===== src/pkg/rsw_pkg.sv =====
package rsw_pkg;
  // clock and timing
  localparam int CLK_PERIOD_NS = 20;
  // low-supply release delay in ms
  localparam int SUPPLY_HOLD_MS = 10;
  // ms to clock cycles, 500000 at 50 MHz
  localparam int SUPPLY_HOLD_CYCLES = SUPPLY_HOLD_MS * 1000000 / CLK_PERIOD_NS;
  // oscillator periods per machine cycle
  localparam int MCYC_OSC = 12;
  localparam logic [3:0] MCYC_LAST = 4'(MCYC_OSC - 1);
  // watchdog reset pulse is 12 x 2^15 oscillator periods
  localparam int DOG_PULSE_EXP = 15;
  localparam int DOG_PULSE_CYCLES = MCYC_OSC * (2 ** DOG_PULSE_EXP);
  // restart delay in machine cycles
  localparam int RESTART_MCYC = 3;
  // consecutive se0 samples for a bus reset
  localparam logic [2:0] SE0_MIN_COUNT = 3'h4;

  // stretcher counter width, holds the larger count
  localparam int STRETCH_W = 20;
  typedef logic [STRETCH_W-1:0] rsw_count_type;

  // watchdog counter
  localparam int DOG_WIDTH = 22;
  localparam int DOG_RELOAD_BITS = 7;
  localparam logic [21:0] DOG_MAX = 22'h3fffff;
  localparam logic [21:0] DOG_CLEAR = 22'h000000;
  localparam logic [14:0] DOG_LOW_CLEAR = 15'h0000;
  localparam logic [7:0] DOG_KEY_DISABLE = 8'h55;
  localparam logic [7:0] DOG_KEY_RESET = 8'h00;

  // printed register indices, byte address is four times
  localparam logic [7:0] IDX_RELOAD = 8'ha6;
  localparam logic [7:0] IDX_KEY = 8'hae;
  localparam logic [11:0] ADDR_RELOAD = {2'h0, IDX_RELOAD, 2'h0};
  localparam logic [11:0] ADDR_KEY = {2'h0, IDX_KEY, 2'h0};
  // control and status words
  localparam logic [11:0] ADDR_PWR_CTRL = 12'h000;
  localparam logic [11:0] ADDR_USB_STA = 12'h004;
  localparam logic [11:0] ADDR_USB_EN = 12'h008;
  localparam logic [11:0] ADDR_STATUS = 12'h00c;

  // field positions
  localparam int PWR_SUPPLY_EN_BIT = 0;
  localparam int USB_RST_FLAG_BIT = 6;
  localparam int USB_RST_EN_BIT = 6;
  localparam int STAT_DOG_EN_BIT = 24;
  localparam int STAT_CORE_RST_BIT = 25;

  // values after reset
  localparam logic SUPPLY_EN_RESET = 1'b1;
  localparam logic USB_EN_RESET = 1'b0;

  // axi responses
  localparam logic [1:0] RESP_OKAY = 2'h0;
  localparam logic [1:0] RESP_SLVERR = 2'h2;

  // write channel states, one-hot
  typedef enum logic [2:0] {
    RSW_WR_COLLECT = 3'b001,
    RSW_WR_COMMIT = 3'b010,
    RSW_WR_RESP = 3'b100
  } rsw_wr_state_type;
endpackage : rsw_pkg


===== src/pkg/rsw_evt_if.sv =====
`timescale 1ns/1ps
// level in, tick in, registered result out
interface rsw_evt_if;
  logic level;
  logic tick;
  logic result;
  // user drives level and tick
  modport user (output level, output tick, input result);
  // unit produces result
  modport unit (input level, input tick, output result);
endinterface : rsw_evt_if


===== src/hdl/rsw_stretch.sv =====
`timescale 1ns/1ps
// holds result for HOLD ticks after level drops
module rsw_stretch #(
  parameter rsw_pkg::rsw_count_type HOLD = 20'h00001,
  parameter logic START = 1'b0
) (
  input wire logic mclk_in,
  input wire logic srst_in,
  rsw_evt_if.unit evt
);
  typedef struct packed {
    rsw_pkg::rsw_count_type cnt;
    logic held;
  } rsw_stretch_state_type;

  rsw_stretch_state_type state_q;
  rsw_stretch_state_type state_d;

  // reload while level, count down on tick
  always_comb begin
    state_d = state_q;
    if (evt.level) begin
      state_d.cnt = HOLD;
    end else if (evt.tick && state_q.cnt != '0) begin
      state_d.cnt = state_q.cnt - 1'b1;
    end
    // result lags level by one edge, from a flop
    state_d.held = (state_d.cnt != '0);
  end

  // START lets a stretcher come out of reset asserted
  always_ff @(posedge mclk_in) begin
    if (srst_in) begin
      state_q.cnt <= START ? HOLD : '0;
      state_q.held <= START;
    end else begin
      state_q <= state_d;
    end
  end

  assign evt.result = state_q.held;
endmodule : rsw_stretch


===== src/hdl/rsw_se0_count.sv =====
`timescale 1ns/1ps
// flags a bus reset after enough consecutive se0 ticks
module rsw_se0_count (
  input wire logic mclk_in,
  input wire logic srst_in,
  rsw_evt_if.unit evt
);
  typedef struct packed {
    logic [2:0] cnt;
    logic hit;
  } rsw_se0_state_type;

  rsw_se0_state_type state_q;
  rsw_se0_state_type state_d;

  // any gap in se0 restarts the count, saturates at the limit
  always_comb begin
    state_d = state_q;
    if (!evt.level) begin
      state_d.cnt = 3'h0;
    end else if (evt.tick && state_q.cnt < rsw_pkg::SE0_MIN_COUNT) begin
      state_d.cnt = state_q.cnt + 3'h1;
    end
    state_d.hit = evt.level && (state_d.cnt >= rsw_pkg::SE0_MIN_COUNT);
  end

  // plain state register
  always_ff @(posedge mclk_in) begin
    if (srst_in) begin
      state_q <= '0;
    end else begin
      state_q <= state_d;
    end
  end

  assign evt.result = state_q.hit;
endmodule : rsw_se0_count


===== src/hdl/rsw_top.sv =====
// Implementation choice: the AXI4-Lite register port.
`timescale 1ns/1ps
// Functional notes
// - any of four sources asserts core reset
// - core reset also drives memory reset_n
// - low-supply reset lingers 10ms after recovery
// - low-supply reset on by default, clearable
// - low-supply reset works in every mode
// - repeated se0 sets the bus-reset flag
// - enabled bus reset also resets the core
// - 22-bit counter counts machine cycles
// - counter overflow causes internal reset
// - watchdog enabled after power-up and reset
// - reload value fills the seven top bits
// - writing zero clears the whole counter
// - only key 55h stops the watchdog
// - watchdog keeps running during idle
// - watchdog pulse lasts 12 x 2^15 periods
// - core restarts three machine cycles after release
module rsw_top #(
  parameter int SUPPLY_HOLD_CYC = rsw_pkg::SUPPLY_HOLD_CYCLES,
  parameter int DOG_PULSE_CYC = rsw_pkg::DOG_PULSE_CYCLES
) (
  input wire logic mclk_in,
  input wire logic srst_in,
  input wire logic [11:0] awaddr_in,
  input wire logic awvalid_in,
  output logic awready_out,
  input wire logic [31:0] wdata_in,
  input wire logic [3:0] wstrb_in,
  input wire logic wvalid_in,
  output logic wready_out,
  output logic [1:0] bresp_out,
  output logic bvalid_out,
  input wire logic bready_in,
  input wire logic [11:0] araddr_in,
  input wire logic arvalid_in,
  output logic arready_out,
  output logic [31:0] rdata_out,
  output logic [1:0] rresp_out,
  output logic rvalid_out,
  input wire logic rready_in,
  input wire logic ext_reset_n_in,
  input wire logic supply_low_in,
  input wire logic usb_se0_in,
  output logic core_reset_out,
  output logic mem_reset_n_out
);
  typedef struct packed {
    rsw_pkg::rsw_wr_state_type wr_state;
    logic aw_held;
    logic [11:0] aw_addr;
    logic w_held;
    logic [31:0] w_data;
    logic w_strb0;
    logic [1:0] bresp;
    logic rvalid;
    logic [31:0] rdata;
    logic [1:0] rresp;
    logic [3:0] mcyc_cnt;
    logic mcyc_tick;
    logic [21:0] dog_cnt;
    logic dog_ovf;
    logic [7:0] key;
    logic supply_en;
    logic usb_flag;
    logic usb_en;
    logic usb_det_d;
  } rsw_top_state_type;

  rsw_top_state_type state_q;
  rsw_top_state_type state_d;

  // bus handshake terms
  logic aw_take;
  logic w_take;
  logic ar_take;
  // write decode strobes, valid only in commit
  logic wr_ok;
  logic pwr_wr;
  logic sta_wr;
  logic en_wr;
  logic reload_wr;
  logic key_wr;
  // read mux result
  logic [31:0] rd_data;
  logic rd_ok;
  // derived status
  logic dog_enabled;
  logic core_rst;

  // one channel per reset source except the pin, plus the restart delay
  rsw_evt_if supply_if ();
  rsw_evt_if dog_if ();
  rsw_evt_if usb_if ();
  rsw_evt_if rst_if ();

  assign supply_if.level = supply_low_in && state_q.supply_en;
  assign supply_if.tick = 1'b1;
  // overflow is a one-cycle pulse, stretcher widens it
  assign dog_if.level = state_q.dog_ovf;
  assign dog_if.tick = 1'b1;
  // se0 is counted in machine cycles
  assign usb_if.level = usb_se0_in;
  assign usb_if.tick = state_q.mcyc_tick;
  assign rst_if.level = !ext_reset_n_in || supply_if.result ||
                        (usb_if.result && state_q.usb_en) || dog_if.result;
  assign rst_if.tick = state_q.mcyc_tick;

  // no mode input gates this path
  rsw_stretch #(
    .HOLD(rsw_pkg::rsw_count_type'(SUPPLY_HOLD_CYC)),
    .START(1'b0)
  ) u_supply_hold (
    .mclk_in(mclk_in),
    .srst_in(srst_in),
    .evt(supply_if.unit)
  );

  // pulse of 12 x 2^15 clock periods
  rsw_stretch #(
    .HOLD(rsw_pkg::rsw_count_type'(DOG_PULSE_CYC)),
    .START(1'b0)
  ) u_dog_pulse (
    .mclk_in(mclk_in),
    .srst_in(srst_in),
    .evt(dog_if.unit)
  );

  rsw_se0_count u_se0 (
    .mclk_in(mclk_in),
    .srst_in(srst_in),
    .evt(usb_if.unit)
  );

  // three machine cycles after release
  // starts asserted so the core waits after power-up
  rsw_stretch #(
    .HOLD(rsw_pkg::rsw_count_type'(rsw_pkg::RESTART_MCYC)),
    .START(1'b1)
  ) u_restart (
    .mclk_in(mclk_in),
    .srst_in(srst_in),
    .evt(rst_if.unit)
  );

  assign core_rst = rst_if.result;
  assign dog_enabled = (state_q.key != rsw_pkg::DOG_KEY_DISABLE);

  // outputs: handshakes combinational, data from flops
  assign awready_out = (state_q.wr_state == rsw_pkg::RSW_WR_COLLECT) && !state_q.aw_held;
  assign wready_out = (state_q.wr_state == rsw_pkg::RSW_WR_COLLECT) && !state_q.w_held;
  assign bvalid_out = (state_q.wr_state == rsw_pkg::RSW_WR_RESP);
  assign bresp_out = state_q.bresp;
  assign arready_out = !state_q.rvalid;
  assign rvalid_out = state_q.rvalid;
  assign rdata_out = state_q.rdata;
  assign rresp_out = state_q.rresp;
  assign core_reset_out = core_rst;
  assign mem_reset_n_out = !core_rst;

  assign aw_take = awvalid_in && awready_out;
  assign w_take = wvalid_in && wready_out;
  assign ar_take = arvalid_in && arready_out;

  // read mux, decoded straight from the request address
  always_comb begin
    rd_data = 32'h00000000;
    rd_ok = 1'b1;
    case (araddr_in)
      rsw_pkg::ADDR_PWR_CTRL: begin
        rd_data = 32'(state_q.supply_en) << rsw_pkg::PWR_SUPPLY_EN_BIT;
      end
      rsw_pkg::ADDR_USB_STA: begin
        rd_data = 32'(state_q.usb_flag) << rsw_pkg::USB_RST_FLAG_BIT;
      end
      rsw_pkg::ADDR_USB_EN: begin
        rd_data = 32'(state_q.usb_en) << rsw_pkg::USB_RST_EN_BIT;
      end
      rsw_pkg::ADDR_STATUS: begin
        // live counter plus enable and reset state
        rd_data = 32'(state_q.dog_cnt) |
                  (32'(dog_enabled) << rsw_pkg::STAT_DOG_EN_BIT) |
                  (32'(core_rst) << rsw_pkg::STAT_CORE_RST_BIT);
      end
      rsw_pkg::ADDR_RELOAD: begin
        rd_data = 32'(state_q.dog_cnt[rsw_pkg::DOG_WIDTH-1 -: rsw_pkg::DOG_RELOAD_BITS]);
      end
      rsw_pkg::ADDR_KEY: begin
        rd_data = 32'(state_q.key);
      end
      default: begin
        // unmapped reads zero with an error
        rd_ok = 1'b0;
      end
    endcase
  end

  // write decode, only acts in the commit state
  always_comb begin
    wr_ok = 1'b0;
    pwr_wr = 1'b0;
    sta_wr = 1'b0;
    en_wr = 1'b0;
    reload_wr = 1'b0;
    key_wr = 1'b0;
    if (state_q.wr_state == rsw_pkg::RSW_WR_COMMIT) begin
      case (state_q.aw_addr)
        rsw_pkg::ADDR_PWR_CTRL: begin
          wr_ok = 1'b1;
          pwr_wr = state_q.w_strb0;
        end
        rsw_pkg::ADDR_USB_STA: begin
          wr_ok = 1'b1;
          sta_wr = state_q.w_strb0;
        end
        rsw_pkg::ADDR_USB_EN: begin
          wr_ok = 1'b1;
          en_wr = state_q.w_strb0;
        end
        rsw_pkg::ADDR_STATUS: begin
          // read-only, write accepted and dropped
          wr_ok = 1'b1;
        end
        rsw_pkg::ADDR_RELOAD: begin
          wr_ok = 1'b1;
          reload_wr = state_q.w_strb0;
        end
        rsw_pkg::ADDR_KEY: begin
          wr_ok = 1'b1;
          key_wr = state_q.w_strb0;
        end
        default: begin
          wr_ok = 1'b0;
        end
      endcase
    end
  end

  // next state of everything the top owns
  always_comb begin
    state_d = state_q;

    // machine cycle divider, tick is one clock in twelve
    state_d.mcyc_tick = (state_q.mcyc_cnt == rsw_pkg::MCYC_LAST);
    state_d.mcyc_cnt = state_d.mcyc_tick ? 4'h0 : state_q.mcyc_cnt + 4'h1;

    // write channel: address and data in either order
    unique case (state_q.wr_state)
      rsw_pkg::RSW_WR_COLLECT: begin
        if (aw_take) begin
          state_d.aw_held = 1'b1;
          state_d.aw_addr = awaddr_in;
        end
        if (w_take) begin
          state_d.w_held = 1'b1;
          state_d.w_data = wdata_in;
          state_d.w_strb0 = wstrb_in[0];
        end
        if ((state_q.aw_held || aw_take) && (state_q.w_held || w_take)) begin
          state_d.wr_state = rsw_pkg::RSW_WR_COMMIT;
        end
      end
      rsw_pkg::RSW_WR_COMMIT: begin
        // register effects happen on this edge
        state_d.bresp = wr_ok ? rsw_pkg::RESP_OKAY : rsw_pkg::RESP_SLVERR;
        state_d.wr_state = rsw_pkg::RSW_WR_RESP;
      end
      rsw_pkg::RSW_WR_RESP: begin
        if (bready_in) begin
          state_d.aw_held = 1'b0;
          state_d.w_held = 1'b0;
          state_d.wr_state = rsw_pkg::RSW_WR_COLLECT;
        end
      end
      default: begin
        // illegal code recovers to idle
        state_d.aw_held = 1'b0;
        state_d.w_held = 1'b0;
        state_d.wr_state = rsw_pkg::RSW_WR_COLLECT;
      end
    endcase

    // read channel: one outstanding read
    if (state_q.rvalid && rready_in) begin
      state_d.rvalid = 1'b0;
    end
    if (ar_take) begin
      state_d.rvalid = 1'b1;
      state_d.rdata = rd_data;
      state_d.rresp = rd_ok ? rsw_pkg::RESP_OKAY : rsw_pkg::RESP_SLVERR;
    end

    if (pwr_wr) begin
      state_d.supply_en = state_q.w_data[rsw_pkg::PWR_SUPPLY_EN_BIT];
    end
    if (en_wr) begin
      state_d.usb_en = state_q.w_data[rsw_pkg::USB_RST_EN_BIT];
    end

    // flag sets on detector rising edge
    // write one clears; a set in the same cycle wins
    state_d.usb_det_d = usb_if.result;
    if (sta_wr && state_q.w_data[rsw_pkg::USB_RST_FLAG_BIT]) begin
      state_d.usb_flag = 1'b0;
    end
    if (usb_if.result && !state_q.usb_det_d) begin
      state_d.usb_flag = 1'b1;
    end

    // watchdog counter
    state_d.dog_ovf = 1'b0;
    if (reload_wr) begin
      // value into the top seven bits
      // bit 7 dropped, 7fh reloads too
      state_d.dog_cnt = {state_q.w_data[rsw_pkg::DOG_RELOAD_BITS-1:0], rsw_pkg::DOG_LOW_CLEAR};
    end else if (dog_enabled && state_q.mcyc_tick) begin
      // no idle input stops this counter
      if (state_q.dog_cnt == rsw_pkg::DOG_MAX) begin
        state_d.dog_cnt = rsw_pkg::DOG_CLEAR;
        state_d.dog_ovf = 1'b1;
      end else begin
        state_d.dog_cnt = state_q.dog_cnt + 22'h000001;
      end
    end

    // key register, plain storage
    if (key_wr) begin
      state_d.key = state_q.w_data[7:0];
    end

    // key and counter cleared under reset
    if (core_rst) begin
      state_d.key = rsw_pkg::DOG_KEY_RESET;
      state_d.dog_cnt = rsw_pkg::DOG_CLEAR;
      state_d.dog_ovf = 1'b0;
    end
  end

  // single state register, bus and control defaults on reset
  always_ff @(posedge mclk_in) begin
    if (srst_in) begin
      state_q <= '0;
      state_q.wr_state <= rsw_pkg::RSW_WR_COLLECT;
      state_q.bresp <= rsw_pkg::RESP_OKAY;
      state_q.rresp <= rsw_pkg::RESP_OKAY;
      state_q.key <= rsw_pkg::DOG_KEY_RESET;
      state_q.supply_en <= rsw_pkg::SUPPLY_EN_RESET;
      state_q.usb_en <= rsw_pkg::USB_EN_RESET;
    end else begin
      state_q <= state_d;
    end
  end
endmodule : rsw_top


===== config.mk =====
export PLATFORM = sky130hd
export DESIGN_NAME = rsw_top
export DESIGN_NICKNAME = d
export VERILOG_FILES = /design/src/pkg/rsw_pkg.sv /design/src/pkg/rsw_evt_if.sv /design/src/hdl/rsw_stretch.sv /design/src/hdl/rsw_se0_count.sv /design/src/hdl/rsw_top.sv
export SDC_FILE = /design/constraint.sdc
export NUM_CORES = 1
export LEC_CHECK = 0
export BUFFER_PORTS_ARGS = -buffer_cell sky130_fd_sc_hd__buf_2
export CAP_MARGIN = 20
export CELL_PAD_IN_SITES_DETAIL_PLACEMENT = 0
export CELL_PAD_IN_SITES_GLOBAL_PLACEMENT = 2
export CORE_ASPECT_RATIO = 0.5
export CORE_MARGIN = 1
export CORE_UTILIZATION = 34
export CTS_CLUSTER_DIAMETER = 30
export CTS_CLUSTER_SIZE = 10
export DETAILED_ROUTE_END_ITERATION = 10
export PLACE_DENSITY = 0.78
export SLEW_MARGIN = 40
export SYNTH_ARGS = -nofsm -noshare
export SYNTH_HDL_FRONTEND = slang
export SYNTH_SLANG_ARGS = --single-unit

===== constraint.sdc =====
create_clock -name mclk_in -period 3.5 [get_ports mclk_in]
set_clock_uncertainty 0.05 [all_clocks]
set_input_delay 0.35 -clock mclk_in [delete_from_list [all_inputs] [get_ports mclk_in]]
set_output_delay 0.35 -clock mclk_in [all_outputs]
set_load 0.02 [all_outputs]

==> results.md <==
* Number of cells produced by synthesis at approximately 960
* Family with the most delay on the worst path: simple AND/OR/NAND/NOR gates
* Proportion of power drawn by combinational gates at roughly 23%
* Number of H-tree branching levels at 4
* Headroom to the max-slew limit at between 50% and 60%
* First-pass GRT wire length at roughly 32 mm
* Pins Over Slew Limit at 0
* Final critical-path required period at 3060 ps
* Area fraction of the dominant cell type after synthesis at 41.2%
* Max capacitance violation total at 0
* Die Y at 109 um
* Synth warnings at 0
* Reg clk slew, reported paths at 70 ps
* Internal cell power at approximately 3.4 mW
* Run status: finished clean
* Number of global-route vias before repair at roughly 6500
* CP peak stage delay at 540 ps
* Part of the power in registers at approximately two fifths
* Crit Path Max Fanout at 7
* Die extent in x at ~220 um
* Commonest cells in the netlist: dfxtp_1, nor2_1, nand2_1
* Antenna viol nets, final at 0
* Critical path endpoint category: register
* Number of fill cells at about 2300
* Ratio of routed vias to standard cells at between 5 and 6
* Core ar. at between 20000 and 25000 um2
* Critical-path cell with the highest stage delay: or4_1
* Post-placement cell area at roughly 8000 um2
* Ordered list of cells on the worst path: inv_1, ha_1, or4b_1, or4_4, nor4_4, o31ai_2, a211oi_2, a41oi_1, or4_1
* Worst min-delay path category: input pin to register
* Number of input and output port buffers inserted at 75
* Number of hold-repair buffers added at the cts stage at 0
* Switching power as a share of total power at between 30% and 40%
* Total negative slack for setup checks at 0 ps
* Netlist cell types at 64
* Kind of critical path: register to register
* Layout cell share with drive strength beyond 1 at between 10% and 20%
* Fraction of the core area covered by cells at the end of the flow at ~40%
* Static leakage at about 3.3 nW
* Top-count cell post-synth: dfxtp_1
* Number of antenna violations at the first check in global routing at 0
* RSZ-0062 raised after global routing: no
* Library cell with the largest summed area after synthesis: dfxtp_1
* Period Utilization, post-route at 87.6%
* Final setup vio count at 0
* Worst endpoint required time at ~3700 ps
* Share of async-settable or async-resettable flops after synthesis at 0%
* Flop and latch count out of synthesis at between 150 and 200
* Worst skew pair latency at roughly 430 ps
* Final #Nets at 1077
* PwrDens at around 570 nW/um2
* Final HPWL from detailed placement at 14.0 mm
* Worst setup slack after placement at roughly 430 ps
* Combined area of the multi-input logic cells at around 4000 um2
* Bufs on Longest Clock Path at 2
* Crit path buffers/inverters at 1
* Detailed Routing Iterations Pass 1 at 5
* Critical path launch point type: register
* DRC viols at 0
* DRT iter0 DRCs at about 280
* Root buffer selected by CTS: clkbuf_16
* Average cell area after synthesis at about 8 um2
* Post-synth top flop: dfxtp_1
* Layout Area Growth over Synthesis at 13.4%
* Cell types with the largest area share after synthesis: dfxtp_1, nor2_1, nand2_1
* Overall power after layout at approximately 5.0 mW
* Final weighted congestion in routability-driven placement at a little over 0.8
* Final routed wirelength across all metal layers at 19.4 mm
* Number of primary I/O pins at approximately 110
* Total setup buffers inserted after CTS at 0
* Arrival time worst endpoint at approximately 3300 ps
* Clock power frac at between 30% and 40%
* Netlist area before placement at ~7700 um2
* Global route total overflow at 0
* Register area share after synthesis at around two fifths
* Largest voltage drop on the vdd net at ~0.29 mV
* Starting density of the core at a little over a third
* Maximum number of pins on one net before global-route repair at 52
* Area of the die at around 23000 um2
* Count of antenna diodes in the layout at 0
* TritonCTS clock tree: yes
* Achievable frequency at approximately 330 MHz
* Post-Layout Inst Area at around 9000 um2
* P_sw at between 1.5 and 2 mW
* Total count of hold-check failures in the final report at 0
* Total global-route track usage at between 10% and 20%
* Worst Setup Slack, final at between 400 and 500 ps
* Flip-flop and latch area at between 3000 and 4000 um2
* Vias at between 6000 and 7000
* Number of clock sinks at about 160
* Count of flip-flops with a built-in enable after synthesis at 0
* Resized Gates After CTS at 0
* Standard-cell row count at 38
* Final routed wire length divided by cell count at between 10 and 15 um
* Number of CTS-inserted buffers at 17
* Transition time of the tightest slew-check pin at roughly 730 ps
metrics by stage:
step,hold WS [ps],cells
after CTS,24.7,1310
after floorplan,381,964
after global routing,26.0,1310
final,43.7,1310
after detailed placement,393,1279
after global placement,389,1279
cell families (layout without fill, tap and decap cells):
kind of cell	Yosys count	in the layout	synth area share, %
muxes	20	20	2.61
xor gates and xnor gates	57	57	6.46
other	1	10	0.0485
adders and majority gates	9	9	1.46
buffers and inverters	87	133	5.97
AOI/OAI and AO/OA	154	154	12.4
and+or+nand+nor	468	468	29.8
DFF	159	159	41.2
sequential cells by signal (all words and copies together), names as in the netlist, 2 cells and up:
register,count
state_q,64
rdata_out,24
u_dog_pulse.state_q,20
u_restart.state_q,20
u_supply_hold.state_q,20
u_se0.state_q,2
power groups by stage:
stage | clock network (mW) | registers [mW] | logic (mW)
after global routing | 1.93 | 2.08 | 1.32
after detailed placement | 0 | 2.10 | 1.17
after global placement | 0 | 2.10 | 1.16
after floorplan | 0 | 2.06 | 0.883
final | 1.80 | 2.06 | 1.17
after CTS | 1.86 | 2.06 | 1.17
cell type report:
type | count | area share (%)
Clock buffer | 18 | 4.90
Clock inverter | 13 | 1.51
Inverter | 13 | 0.557
Multi-Input combinational cell | 718 | 47.0
Sequential cell | 159 | 36.3
Tap cell | 300 | 4.28
Timing Repair Buffer | 89 | 5.48
worst paths after layout:
path	startpoint	to	slack, ps	cells after the start
max	u_restart.state_q[1]$_SDFF_PP1_	u_restart.evt.result$_SDFF_PP1_	440	9
min	rready_in	rvalid_out$_SDFFE_PP0P_	40	2
max reg2reg	u_restart.state_q[1]$_SDFF_PP1_	u_restart.evt.result$_SDFF_PP1_	440	9
min reg2reg	rdata_out[21]$_SDFFE_PP0P_	rdata_out[21]$_SDFFE_PP0P_	400	2
layer usage:
metal	GRT usage (%)	vias up	wire [um]	share of wire (%)
li1	-	3418	-	-
met1	22.5	3111	9830	51
met2	29.5	82	8990	46
met3	3.46	7	485	2.5
met4	4.61	0	114	0.59
met5	0	-	0	0
cell usage in the layout, fill, tap and decap left out, types with 8 or more instances in the layout:
master / instances
mux2i_1: 19
nor3b_1: 9
nand2_1: 102
buf_4: 14
xnor2_1: 34
xor2_1: 23
nand3_1: 64
a211oi_1: 10
and3_1: 10
nor4b_1: 8
clkbuf_16: 17
ha_1: 9
or3_1: 9
conb_1: 10
dfxtp_1: 159
nor2_1: 139
inv_1: 13
nor2b_1: 8
a21oi_1: 66
buf_2: 75
nor3_1: 43
o21ai_0: 26
nand4_1: 12
nor4_1: 22
or4_1: 9
Power figures use the tool's default switching activity.
